--- src/ext_irq_pkg.sv ---
// shared constants, register map and types of the external interrupt front end
package ext_irq_pkg;

    // ------------------------------------------------------------------
    // register map: printed offsets are register indices, byte address = 4 * index
    // ------------------------------------------------------------------
    localparam logic [7:0] IDX_EXT_IRQ_CONTROL = 8'h37;
    localparam logic [7:0] IDX_IRQ_ENABLE      = 8'h38;
    localparam logic [7:0] IDX_IRQ_LATCH       = 8'h39;
    localparam logic [7:0] IDX_MODE_CONFIG     = 8'h3A;
    localparam logic [7:0] IDX_TRAP_STATUS     = 8'h3B;
    localparam int         ADDR_W              = 10;

    localparam logic [7:0] EXT_IRQ_CONTROL_RST = 8'h00;
    localparam logic [7:0] IRQ_ENABLE_RST      = 8'h00;
    localparam logic [7:0] MODE_CONFIG_RST     = 8'h00;

    // ext_irq_control fields
    localparam int CTL_FILTER_SEL = 7;
    localparam int CTL_FUNC_SEL   = 6;
    localparam int CTL_TRIG_HI    = 5;
    localparam int CTL_TRIG_LO    = 4;
    localparam int CTL_EDGE_D     = 3;
    localparam int CTL_EDGE_C     = 2;
    localparam int CTL_EDGE_B     = 1;

    // irq_enable fields: bit 0 master, bits 1..6 source enables 4,5,8,11,14,15
    localparam int EN_MASTER = 0;
    localparam int EN_SRC_LO = 1;

    // mode_config fields
    localparam int CFG_SLOW      = 0;
    localparam int CFG_SHARED_14 = 1;
    localparam int CFG_SHARED_15 = 2;
    localparam int CFG_TRAP_IRQ  = 3;

    // ------------------------------------------------------------------
    // latch order: 0..5 = request latches 4,5,8,11,14,15
    // ------------------------------------------------------------------
    localparam int NUM_PINS = 6;
    localparam int PIN_A = 0;
    localparam int PIN_B = 1;
    localparam int PIN_C = 2;
    localparam int PIN_D = 3;
    localparam int PIN_E = 4;
    localparam int PIN_F = 5;

    localparam logic [1:0] TRIG_RISE  = 2'b00;
    localparam logic [1:0] TRIG_FALL  = 2'b01;
    localparam logic [1:0] TRIG_BOTH  = 2'b10;
    localparam logic [1:0] TRIG_LEVEL = 2'b11;

    // ------------------------------------------------------------------
    // filter timing, in periods of the main clock and of the sub clock
    // ------------------------------------------------------------------
    localparam int CLK_PER_FC     = 1;   // the block clock is the main clock
    localparam int FAST_REJ_FC    = 2;   // pins a, f: reject < 2, accept >= 7
    localparam int FAST_ACC_FC    = 7;
    localparam int MID_REJ_FC     = 7;   // pins c, d, e: reject < 7, accept >= 25
    localparam int MID_ACC_FC     = 25;
    localparam int B_SHORT_REJ_FC = 15;  // pin b short: reject < 15, accept >= 49
    localparam int B_SHORT_ACC_FC = 49;
    localparam int B_LONG_REJ_FC  = 63;  // pin b long: reject < 63, accept >= 193
    localparam int B_LONG_ACC_FC  = 193;
    localparam int SLOW_ACC_FS    = 3;   // reject < 1/fs, accept >= 3/fs

    // stable count sits between the two figures
    localparam int CNT_W = 8;
    localparam logic [CNT_W-1:0] CNT_FAST =
        CNT_W'(((FAST_REJ_FC + FAST_ACC_FC) / 2) * CLK_PER_FC);
    localparam logic [CNT_W-1:0] CNT_MID =
        CNT_W'(((MID_REJ_FC + MID_ACC_FC) / 2) * CLK_PER_FC);
    localparam logic [CNT_W-1:0] CNT_B_SHORT =
        CNT_W'(((B_SHORT_REJ_FC + B_SHORT_ACC_FC) / 2) * CLK_PER_FC);
    localparam logic [CNT_W-1:0] CNT_B_LONG =
        CNT_W'(((B_LONG_REJ_FC + B_LONG_ACC_FC) / 2) * CLK_PER_FC);
    localparam logic [CNT_W-1:0] CNT_SLOW = CNT_W'(SLOW_ACC_FS - 1);

    // synchroniser depth plus one cycle before edges count after reset
    localparam logic [1:0] SETTLE_CYCLES = 2'h3;

    typedef struct packed {
        logic       filter_short;
        logic       func_sel;
        logic [1:0] trig_e;
        logic       edge_d;
        logic       edge_c;
        logic       edge_b;
    } ctl_type;

    typedef struct packed {
        logic trap_irq;
        logic shared_15;
        logic shared_14;
        logic slow;
    } cfg_type;

endpackage

--- src/ext_irq_filter_trap_logic.sv ---
// external interrupt filter, trigger select, request latches and trap raising
`timescale 1ns/1ps
`default_nettype none

module ext_irq_filter_trap_logic
    import ext_irq_pkg::*;
#(
    parameter int SUB_DIV = 6   // main clocks per sub-clock period
) (
    input  wire logic              clk_i,               // 200 MHz main clock
    input  wire logic              rst_i,               // synchronous reset, high
    // classic wishbone slave
    input  wire logic              wb_cyc_i,            // bus cycle
    input  wire logic              wb_stb_i,            // strobe
    input  wire logic              wb_we_i,             // write
    input  wire logic [ADDR_W-1:0] wb_adr_i,            // byte address
    input  wire logic [3:0]        wb_sel_i,            // byte enables
    input  wire logic [31:0]       wb_dat_i,            // write data
    output logic      [31:0]       wb_dat_o,            // read data
    output logic                   wb_ack_o,            // acknowledge
    // pins and neighbours
    input  wire logic [5:0]        ext_irq_pin_i,       // pins a..f, asynchronous
    input  wire logic              converter_done_irq_i,// converter done pulse
    input  wire logic              shared_14_src_i,     // other source of latch 14
    input  wire logic              bad_opcode_i,        // core executes undefined code
    input  wire logic              fetch_area_fault_i,  // fetch from forbidden area
    input  wire logic              accept_i,            // core accepts maskable source
    input  wire logic [2:0]        accept_src_i,        // latch index accepted
    input  wire logic              trap_accept_i,       // core accepts pending trap
    // to the core
    output logic      [5:0]        irq_request_o,       // enabled pending sources
    output logic                   bad_opcode_trap_o,   // trap pending, unmaskable
    output logic                   fetch_area_trap_o,   // trap pending, unmaskable
    output logic                   abort_current_o,     // break current service
    output logic                   reset_request_o,     // trap-reset pulse
    output logic                   pin_a_is_irq_o       // 0: pin a is a port pin
);

    // ------------------------------------------------------------------
    // registers
    // ------------------------------------------------------------------
    ctl_type    ctl;
    cfg_type    cfg;
    logic [7:0] irq_enable;
    logic [5:0] request_latch;
    logic       bad_opcode_pend;
    logic       fetch_area_pend;

    logic       sub_tick;
    logic [7:0] sub_cnt;
    logic [1:0] settle_cnt;
    logic       settled;

    logic [5:0] sync1;
    logic [5:0] sync2;
    logic [5:0] filt;
    logic [5:0] filt_prev;
    logic [5:0] rise;
    logic [5:0] fall;
    logic [5:0] hit;
    logic       level_armed;

    function automatic logic is_reg(input logic [ADDR_W-1:0] a, input logic [7:0] idx);
        is_reg = (a == {idx, 2'b00});
    endfunction

    // ------------------------------------------------------------------
    // wishbone slave: one wait state, ack dropped after one cycle
    // ------------------------------------------------------------------
    logic wb_req;
    logic wb_wr;
    assign wb_req = wb_cyc_i & wb_stb_i & ~wb_ack_o;
    assign wb_wr  = wb_req & wb_we_i & wb_sel_i[0];

    always_ff @(posedge clk_i) begin
        if (rst_i) begin
            wb_ack_o <= 1'b0;
        end else begin
            wb_ack_o <= wb_req;
        end
    end

    always_ff @(posedge clk_i) begin
        if (rst_i) begin
            wb_dat_o <= 32'h0000_0000;
        end else if (wb_req) begin
            wb_dat_o <= 32'h0000_0000;
            if (is_reg(wb_adr_i, IDX_EXT_IRQ_CONTROL)) begin
                wb_dat_o[7:1] <= ctl;   // bit 0 reads zero
            end else if (is_reg(wb_adr_i, IDX_IRQ_ENABLE)) begin
                wb_dat_o[6:0] <= irq_enable[6:0];
            end else if (is_reg(wb_adr_i, IDX_IRQ_LATCH)) begin
                wb_dat_o[5:0] <= request_latch;
            end else if (is_reg(wb_adr_i, IDX_MODE_CONFIG)) begin
                wb_dat_o[3:0] <= cfg;
            end else if (is_reg(wb_adr_i, IDX_TRAP_STATUS)) begin
                wb_dat_o[1:0] <= {fetch_area_pend, bad_opcode_pend};
            end
        end
    end

    // new filter select reaches the counters at once, well inside 64 clocks
    always_ff @(posedge clk_i) begin
        if (rst_i) begin
            ctl <= ctl_type'(EXT_IRQ_CONTROL_RST[7:1]);
        end else if (wb_wr && is_reg(wb_adr_i, IDX_EXT_IRQ_CONTROL)) begin
            ctl <= ctl_type'(wb_dat_i[7:1]);
        end
    end

    always_ff @(posedge clk_i) begin
        if (rst_i) begin
            cfg <= cfg_type'(MODE_CONFIG_RST[3:0]);
        end else if (wb_wr && is_reg(wb_adr_i, IDX_MODE_CONFIG)) begin
            cfg <= cfg_type'(wb_dat_i[3:0]);
        end
    end

    // acceptance clears master enable; a software write in the same cycle loses
    always_ff @(posedge clk_i) begin
        if (rst_i) begin
            irq_enable <= IRQ_ENABLE_RST;
        end else begin
            if (wb_wr && is_reg(wb_adr_i, IDX_IRQ_ENABLE)) begin
                irq_enable <= {1'b0, wb_dat_i[6:0]};
            end
            if (accept_i) begin
                irq_enable[EN_MASTER] <= 1'b0;
            end
        end
    end

    // ------------------------------------------------------------------
    // sub-clock enable and post-reset settling
    // ------------------------------------------------------------------
    always_ff @(posedge clk_i) begin
        if (rst_i) begin
            sub_cnt  <= 8'h00;
            sub_tick <= 1'b0;
        end else begin
            sub_tick <= (sub_cnt == 8'(SUB_DIV - 1));
            sub_cnt  <= (sub_cnt == 8'(SUB_DIV - 1)) ? 8'h00 : sub_cnt + 8'h01;
        end
    end

    // the first level seen after reset is taken silently, no edge from it
    always_ff @(posedge clk_i) begin
        if (rst_i) begin
            settle_cnt <= 2'h0;
            settled    <= 1'b0;
        end else if (!settled) begin
            settle_cnt <= settle_cnt + 2'h1;
            settled    <= (settle_cnt == SETTLE_CYCLES - 2'h1);
        end
    end

    // ------------------------------------------------------------------
    // synchroniser and noise filters
    // ------------------------------------------------------------------
    always_ff @(posedge clk_i) begin
        if (rst_i) begin
            sync1 <= 6'h00;
            sync2 <= 6'h00;
        end else begin
            sync1 <= ext_irq_pin_i;
            sync2 <= sync1;
        end
    end

    function automatic logic [CNT_W-1:0] stable_count(input int pin, input logic slow,
                                                      input logic b_short);
        if (slow) begin
            stable_count = CNT_SLOW;
        end else if (pin == PIN_A || pin == PIN_F) begin
            stable_count = CNT_FAST;
        end else if (pin == PIN_B) begin
            stable_count = b_short ? CNT_B_SHORT : CNT_B_LONG;
        end else begin
            stable_count = CNT_MID;
        end
    endfunction

    genvar g;
    generate
        for (g = 0; g < NUM_PINS; g++) begin : gen_filter
            logic [CNT_W-1:0] cnt;
            logic [CNT_W-1:0] limit;
            logic             step;
            assign limit = stable_count(g, cfg.slow, ctl.filter_short);
            assign step  = cfg.slow ? sub_tick : 1'b1;

            // short pulses restart the count and never reach the output
            always_ff @(posedge clk_i) begin
                if (rst_i) begin
                    cnt     <= '0;
                    filt[g] <= 1'b0;
                end else if (!settled) begin
                    cnt     <= '0;
                    filt[g] <= sync2[g];
                end else if (sync2[g] == filt[g]) begin
                    cnt <= '0;
                end else if (step) begin
                    if (cnt + CNT_W'(1) >= limit) begin
                        cnt     <= '0;
                        filt[g] <= sync2[g];
                    end else begin
                        cnt <= cnt + CNT_W'(1);
                    end
                end
            end
        end
    endgenerate

    always_ff @(posedge clk_i) begin
        if (rst_i) begin
            filt_prev <= 6'h00;
        end else if (!settled) begin
            filt_prev <= sync2;  // the level taken at release must not look like an edge
        end else begin
            filt_prev <= filt;
        end
    end

    assign rise = settled ? (filt & ~filt_prev) : 6'h00;
    assign fall = settled ? (~filt & filt_prev) : 6'h00;

    // ------------------------------------------------------------------
    // trigger selection
    // ------------------------------------------------------------------
    always_ff @(posedge clk_i) begin
        if (rst_i) begin
            level_armed <= 1'b0;
        end else if (rise[PIN_E]) begin
            level_armed <= 1'b1;
        end
    end

    always_comb begin
        hit        = 6'h00;
        hit[PIN_A] = fall[PIN_A] & ctl.func_sel;
        hit[PIN_B] = ctl.edge_b ? fall[PIN_B] : rise[PIN_B];
        hit[PIN_C] = ctl.edge_c ? fall[PIN_C] : rise[PIN_C];
        hit[PIN_D] = ctl.edge_d ? fall[PIN_D] : rise[PIN_D];
        case (ctl.trig_e)
            TRIG_RISE:  hit[PIN_E] = rise[PIN_E];
            TRIG_FALL:  hit[PIN_E] = fall[PIN_E];
            TRIG_BOTH:  hit[PIN_E] = rise[PIN_E] | fall[PIN_E];
            TRIG_LEVEL: hit[PIN_E] = filt[PIN_E] & level_armed;
            default:    hit[PIN_E] = 1'b0;
        endcase
        if (cfg.shared_14) begin
            hit[PIN_E] = shared_14_src_i;
        end
        hit[PIN_F] = cfg.shared_15 ? converter_done_irq_i : fall[PIN_F];
    end

    // ------------------------------------------------------------------
    // request latches: set beats acceptance and software clear
    // ------------------------------------------------------------------
    always_ff @(posedge clk_i) begin
        if (rst_i) begin
            request_latch <= 6'h00;
        end else begin
            for (int i = 0; i < NUM_PINS; i++) begin
                if (hit[i]) begin
                    request_latch[i] <= 1'b1;
                end else if (accept_i && accept_src_i == 3'(i)) begin
                    request_latch[i] <= 1'b0;
                end else if (wb_wr && is_reg(wb_adr_i, IDX_IRQ_LATCH) && wb_dat_i[i]) begin
                    request_latch[i] <= 1'b0;
                end
            end
        end
    end

    // software masks sources around clock switches and pin direction changes
    always_ff @(posedge clk_i) begin
        if (rst_i) begin
            irq_request_o <= 6'h00;
        end else begin
            irq_request_o <= request_latch & irq_enable[EN_SRC_LO +: NUM_PINS]
                             & {NUM_PINS{irq_enable[EN_MASTER]}};
        end
    end

    // ------------------------------------------------------------------
    // traps: no mask, no regard for non-maskable service in progress
    // ------------------------------------------------------------------
    always_ff @(posedge clk_i) begin
        if (rst_i) begin
            bad_opcode_pend <= 1'b0;
        end else if (bad_opcode_i) begin
            bad_opcode_pend <= 1'b1;
        end else if (trap_accept_i) begin
            bad_opcode_pend <= 1'b0;
        end
    end

    always_ff @(posedge clk_i) begin
        if (rst_i) begin
            fetch_area_pend <= 1'b0;
            reset_request_o <= 1'b0;
        end else begin
            reset_request_o <= fetch_area_fault_i & ~cfg.trap_irq;
            if (fetch_area_fault_i && cfg.trap_irq) begin
                fetch_area_pend <= 1'b1;
            end else if (trap_accept_i) begin
                fetch_area_pend <= 1'b0;
            end
        end
    end

    assign bad_opcode_trap_o = bad_opcode_pend;
    assign fetch_area_trap_o = fetch_area_pend;
    assign abort_current_o   = bad_opcode_pend | fetch_area_pend;
    assign pin_a_is_irq_o    = ctl.func_sel;

endmodule

`default_nettype wire

--- config.mk ---
export PLATFORM = sky130hd
export DESIGN_NAME = ext_irq_filter_trap_logic
export DESIGN_NICKNAME = d
export VERILOG_FILES = /design/src/ext_irq_pkg.sv /design/src/ext_irq_filter_trap_logic.sv
export SDC_FILE = /design/constraint.sdc
export NUM_CORES = 1
export LEC_CHECK = 0
export ABC_AREA = 1
export BUFFER_PORTS_ARGS = -buffer_cell sky130_fd_sc_hd__buf_2
export CAP_MARGIN = 5
export CORE_MARGIN = 10
export CORE_UTILIZATION = 57
export CTS_BUF_LIST = sky130_fd_sc_hd__clkbuf_4 sky130_fd_sc_hd__clkbuf_8
export CTS_CLUSTER_SIZE = 30
export DETAILED_ROUTE_END_ITERATION = 10
export GPL_TIMING_DRIVEN = 0
export PLACE_DENSITY = 0.91
export SLEW_MARGIN = 20
export SYNTH_ARGS = -nofsm -noshare
export SYNTH_HDL_FRONTEND = slang
export SYNTH_SLANG_ARGS = --single-unit
--- constraint.sdc ---
create_clock -name clk_i -period 5 [get_ports clk_i]
set_input_delay 1 -clock clk_i [delete_from_list [all_inputs] [get_ports clk_i]]
set_output_delay 1 -clock clk_i [all_outputs]
set_load 0.03 [all_outputs]
==> results of run 1 <==
flip-flops by register name, indices dropped and copies added, names as in the netlist, 6 cells and up:
name	cells
wb_dat_o	8
sync2	6
request_latch	6
gen_filter.cnt	48
filt_prev	6
filt	6
irq_request_o	6
irq_enable	7
sync1	6
ctl	6
sub_cnt	8
critical path: stages, from the launching register on:
cell and delay, ns:
dfxtp_1 0.77, inv_1 0.30, nand2_1 0.13, ha_1 0.25, nand3_1 0.10, nand2_1 0.07
o21bai_2 0.12, nand3_2 0.11, nor2_4 0.21, nand2_1 0.10, a21oi_1 0.13
power groups by stage:
stage,logic (W),clock network [W],registers (W)
4_1_cts,0.000222,0.000950,0.00107
2_1_floorplan,0.000156,0,0.00109
3_5_place_dp,0.000220,0,0.00109
6_report,0.000225,0.000947,0.00107
5_1_grt,0.000251,0.000998,0.00107
3_3_place_gp,0.000209,0,0.00109
synth_stat cells, drive strengths merged (3+ instances only):
| library cell | instances | area, µm² |
|---|---|---|
| a211oi | 4 | 35.0 |
| a21oi | 80 | 404 |
| a31oi | 11 | 68.8 |
| buf | 33 | 236 |
| clkbuf | 9 | 33.8 |
| dfxtp | 127 | 2540 |
| ha | 22 | 275 |
| inv | 113 | 424 |
| nand2 | 161 | 607 |
| nand3 | 43 | 235 |
| nand4 | 14 | 93.8 |
| nor2 | 110 | 465 |
| nor3 | 20 | 100 |
| nor3b | 3 | 22.5 |
| o211ai | 4 | 30.0 |
| o21a | 4 | 30.0 |
| o21ai | 46 | 234 |
| xnor2 | 9 | 78.8 |
| xor2 | 11 | 104 |
metal layers:
layer	vias to the layer above	global-route usage	part of all wire
li1	2879	-	-
met1	2627	0.226	0.41
met2	225	0.345	0.49
met3	44	0.0593	0.077
met4	0	0.0779	0.027
met5	-	0	0
through the flow:
step	instance area, µm²	total power [W]
after floorplan	6230	0.00125
after global placement	6680	0.00130
after detailed placement	6680	0.00131
after CTS	7110	0.00224
after global routing	7110	0.00232
final	7110	0.00224
path summary, 6_finish.rpt:
kind | start | endpoint | slack [ns] | cells past startpoint
worst min register to register | sync1[3] | sync2[3] | 0.40 | 2
worst max register to register | cfg[0] | gen_filter[1].cnt[7] | 2.66 | 10
worst max-delay path | cfg[0] | gen_filter[1].cnt[7] | 2.66 | 10
worst min-delay path | sync1[3] | sync2[3] | 0.40 | 2
kinds of logic (layout without fill, tap and decap cells):
group / Yosys count / count (layout)
AND/OR/NAND/NOR: 356 / 356
AO/OA/AOI/OAI: 159 / 159
buffers and inverters: 155 / 244
flip-flops: 127 / 127
adder cells (fa/ha/maj): 22 / 22
XOR/XNOR: 20 / 20
other: 1 / 24
final cells by class:
class	instances	area (µm²)	area share
Clock inverter	12	159	0.0224
Inverter	113	424	0.0597
Multi-Input combinational cell	581	2990	0.420
Timing Repair Buffer	57	285	0.0401
Sequential cell	127	2540	0.358
Tap cell	136	170	0.0239
Clock buffer	20	269	0.0378
Buffer	42	270	0.0380
==> impl_metrics.env, run 1 <==
export IMPL_cts_root_buf="clkbuf_8"
export IMPL_h_tree_depth=4
export IMPL_dp_slack_ns=2.46
export IMPL_p_leak_nw=3.05
export IMPL_synth_top_family_by_area="simple AND/OR/NAND/NOR gates"
export IMPL_grt_pass1_vias=5609
export IMPL_fin_util=0.683
export IMPL_synth_area_mux_share=0
export IMPL_die_area_mm2=0.0153
export IMPL_critPathArrivalTime_ns=2.72
export IMPL_wl_per_cell_um=13.8
export IMPL_worstPathRequired_ns=5.38
export IMPL_worstSkewPairLatency_ns=0.45
export IMPL_area_growth_pct=15.8
export IMPL_vias=5775
export IMPL_worst_slew_pin_slew_ns=0.695
export IMPL_hold_slack_ns=0.405
export IMPL_post_cts_setup_buffers=0
export IMPL_status="finished, final reports clean"
export IMPL_fmax_mhz=427
export IMPL_max_cap_violations=0
export IMPL_cts_made_buffers=17
export IMPL_layout_commonest_cell="nand2_1"
export IMPL_drt_iter0_markers=474
export IMPL_start_util=0.589
export IMPL_syn_avg_cell_area_um2=7.31
export IMPL_die_h_um=124
export IMPL_synthesis_instances=840
export IMPL_grt_usage=0.199
export IMPL_place_gp_congestion=0.961
export IMPL_p_per_area_mw_per_mm2=315
export IMPL_power_frac_clock=0.422
export IMPL_ir_worst_vdd_mv=0.257
export IMPL_p_int_w=0.00165
export IMPL_synth_main_ff_cell="dfxtp_1"
export IMPL_synth_edf_count=0
export IMPL_io_pins=110
export IMPL_final_antenna_net_count=0
export IMPL_slew_violations=0
export IMPL_rsz0062_at_grt="no"
export IMPL_drtPass1Iterations=9
export IMPL_ys_async_sr_fraction=0
export IMPL_setup_slack_ns=2.66
export IMPL_criticalPathCategory="register to register"
export IMPL_critPathMaxFanout=13
export IMPL_synth_simple_area_share=0.254
export IMPL_crit_path_end_kind="register"
export IMPL_synth_fa_ha_area_frac=0.0448
export IMPL_grt_ovfl_total=0
export IMPL_dp_hpwl_um=11100
export IMPL_finalCritPeriodShare=0.468
export IMPL_hold_viol=0
export IMPL_most_common_layout_cells="nand2_1 (160), dfxtp_1 (127), inv_1 (102), nor2_1 (99), a21oi_1 (79)"
export IMPL_synth_seq_cells=127
export IMPL_core_area_mm2=0.0104
export IMPL_fp_dieW_um=124
export IMPL_setup_violations=0
export IMPL_fillers=813
export IMPL_period_needed_ns=2.34
export IMPL_synth_compound_area_frac=0.144
export IMPL_layout_nets=1027
export IMPL_hp_class="register to register"
export IMPL_path_clk_slew_ns=0.07
export IMPL_slew_headroom=0.536
export IMPL_combPwrFrac=0.101
export IMPL_skew_ns=0.0111
export IMPL_route_detailed_drc=0
export IMPL_io_buffers=57
export IMPL_cts_repair_resized=0
export IMPL_via_per_inst=5.31
export IMPL_swShare=0.264
export IMPL_tritoncts="done"
export IMPL_cp_start_kind="register"
export IMPL_placed_cells_incl_taps=1056
export IMPL_drive_gt1_frac=0.164
export IMPL_antenna_found_initial=0
export IMPL_grt_max_degree=17
export IMPL_grt_pass1_wl_um=24800
export IMPL_synth_warnings=0
export IMPL_seq_power_share=0.477
export IMPL_routed_wl_um=15000
export IMPL_synth_distinct_cells=44
export IMPL_fin_setup_tns_ns=0
export IMPL_cts_buffer_depth=2
export IMPL_fp_row_count=37
export IMPL_diodes=0
export IMPL_ctsHoldBuffers=0
export IMPL_synth_xor_area_frac=0.0298
export IMPL_p_sw_w=0.000592
export IMPL_seq_area_frac_synth=0.414
export IMPL_instances_no_fill=1088
export IMPL_synthesis_area_mm2=0.00614
export IMPL_clkSinkCount=127
No activity file was read; power rests on OpenSTA's default activity.
==> inputs of run 2 (changes only) <==
==> constraint.sdc (replaced) <==
create_clock -name clk_i -period 2.2 [get_ports clk_i]
set_input_delay 0.44 -clock clk_i [delete_from_list [all_inputs] [get_ports clk_i]]
set_output_delay 0.44 -clock clk_i [all_outputs]
set_load 0.03 [all_outputs]
==> impl_metrics.env, run 2 (synthesis results as in run 1) <==
export IMPL_status="complete, but fails checks"
export IMPL_failed_checks="setup timing"
export IMPL_io_pins=110
export IMPL_instances_no_fill=1096
export IMPL_largest_reg_flops=48
export IMPL_dp_hpwl_um=11100
export IMPL_crit_top_cell="nand3_2"
export IMPL_cts_made_buffers=17
export IMPL_die_area_mm2=0.0153
export IMPL_fp_dieW_um=124
export IMPL_dp_slack_ns=-0.0783
export IMPL_grt_pass1_wl_um=24800
export IMPL_max_cap_violations=0
export IMPL_layout_nets=1035
export IMPL_critPathTopFamily="simple AND/OR/NAND/NOR gates"
export IMPL_ir_worst_vdd_mv=0.586
export IMPL_met2_usage=0.345
export IMPL_holdCritStartpoint="bad_opcode_i"
export IMPL_critPathArrivalTime_ns=2.78
export IMPL_criticalPathCategory="register to register"
export IMPL_reg2regPathDepth=11
export IMPL_slew_violations=0
export IMPL_crit_path_end_kind="register"
export IMPL_tritoncts="done"
export IMPL_path_clk_slew_ns=0.08
export IMPL_worstPathRequired_ns=2.58
export IMPL_cts_buffer_depth=2
export IMPL_reg2reg_to="gen_filter[1].cnt[6]"
export IMPL_place_gp_congestion=0.961
export IMPL_power_w=0.00510
export IMPL_r2r_setup_slack_ns=-0.20
export IMPL_layout_commonest_cell="nand2_1"
export IMPL_drt_iter0_markers=651
export IMPL_hp_class="input pin to register"
export IMPL_core_area_mm2=0.0104
export IMPL_cts_root_buf="clkbuf_8"
export IMPL_vias=5932
export IMPL_routed_wl_um=15800
export IMPL_via_per_inst=5.41
export IMPL_finalCritPeriodShare=1.09
export IMPL_rsz0062_at_grt="yes"
export IMPL_drtPass1Iterations=7
export IMPL_grt_met3_usage=0.0593
export IMPL_path_depth=11
export IMPL_slowest_stage="dfxtp_2"
export IMPL_grt_busiest_layer="met2"
export IMPL_area_growth_pct=18.5
export IMPL_cpPeakStageDelay_ns=0.39
export IMPL_io_buffers=57
export IMPL_crit_path_start="gen_filter[1].cnt[0]"
export IMPL_route_detailed_drc=0
export IMPL_die_h_um=124
export IMPL_path_cells="nand4_1 -> nor3_4 -> xor2_2 -> ha_1 -> nand2_1 -> nor2_1 -> nand3_2 -> nand3_2 -> nor2_4 -> nand2_2 -> a21oi_2"
export IMPL_top_regs="gen_filter.cnt: 48 flops, sub_cnt: 8 flops, wb_dat_o: 8 flops"
export IMPL_most_common_layout_cells="nand2_1 (152), dfxtp_1 (121), inv_1 (102), nor2_1 (99), a21oi_1 (73)"
export IMPL_worstSkewPairLatency_ns=0.45
export IMPL_diodes=0
export IMPL_period_needed_ns=2.40
export IMPL_worst_slew_pin_slew_ns=0.582
export IMPL_h_tree_depth=4
export IMPL_worst_path_buf_inv=0
export IMPL_drive_gt1_frac=0.196
export IMPL_final_antenna_net_count=0
export IMPL_clkSinkCount=127
export IMPL_fin_util=0.699
export IMPL_wl_per_cell_um=14.4
export IMPL_grt_max_degree=17
export IMPL_start_util=0.589
export IMPL_met1_usage=0.226
export IMPL_r2r_start="gen_filter[1].cnt[0]"
export IMPL_placed_cells_incl_taps=1056
export IMPL_critPathMaxFanout=8
export IMPL_skew_ns=0.0103
export IMPL_fmax_mhz=417
export IMPL_cp_endpoint="gen_filter[1].cnt[6]"
export IMPL_grt_usage=0.199
export IMPL_slew_headroom=0.612
export IMPL_setup_violations=9
export IMPL_p_leak_nw=3.12
export IMPL_ctsHoldBuffers=0
export IMPL_antenna_found_initial=0
export IMPL_setup_slack_ns=-0.200
export IMPL_p_per_area_mw_per_mm2=701
export IMPL_fp_row_count=37
export IMPL_cp_start_kind="register"
export IMPL_grt_pass1_vias=5609
export IMPL_hold_viol=0
export IMPL_grt_ovfl_total=0
export IMPL_regMostFlops="gen_filter.cnt"
-- run 2: changes by cell type in the layout (fill, tap and decap cells not counted), sizes merged --
cell,previous run,this run
buf,90,98
-- run 2: worst min path at each step --
stage / to / slack, ns / depth (start not counted)
after floorplan: sync2[0] / 0.39 / 2
after global placement: sync2[2] / 0.39 / 2
after detailed placement: sync2[3] / 0.39 / 2
after CTS: sync1[1] / 0.19 / 3
after global routing: sync1[1] / 0.19 / 3
final: bad_opcode_trap_o / 0.19 / 3
-- run 2: per-layer routing --
metal / vias up / share of wire / wire, µm
li1: 2899 / - / -
met1: 2686 / 0.39 / 6130
met2: 283 / 0.49 / 7690
met3: 64 / 0.091 / 1430
met4: 0 / 0.033 / 519
met5: - / 0 / 0
-- run 2: stage by stage --
step	TNS, ns	hold slack, ns	instance area, µm²
detailed placement	-0.478	0.395	6680
CTS	0	0.190	7120
global route	-2.17	0.193	7280
finish	-1.35	0.189	7280
global placement	-0.0181	0.390	6680
floorplan	0	0.388	6230
-- run 2: power by group --
part           internal [W]  switching [W]
Combinational      0.000174       0.000344
Sequential          0.00238      0.0000535
Clock               0.00120       0.000960
Total               0.00375        0.00136
-- run 2: final cells by class --
| class | instances | area [µm²] |
|---|---|---|
| fillers | 792 | 3140 |
| plain buffers | 42 | 274 |
| multi-input cells | 581 | 3080 |
| repair buffers | 65 | 349 |
| well taps | 136 | 170 |
| inverters | 113 | 424 |
| flip-flops and latches | 127 | 2550 |
| clock buffers | 20 | 269 |
| clock inverters | 12 | 159 |
-- run 2: tightest hold or removal path, delay by kind of cell --
family / cells / cell delay (ns)
AOI/OAI and AO/OA: 1 / 0.03
and+or+nand+nor: 1 / 0.07
buffers and inverters: 1 / 0.07
-- run 2: repair_timing --
item | CTS | global route
pin swaps | 0 | 14
setup endpoints to repair | 9 | 13
resized for setup | 2 | 28
setup buffers | 0 | 8
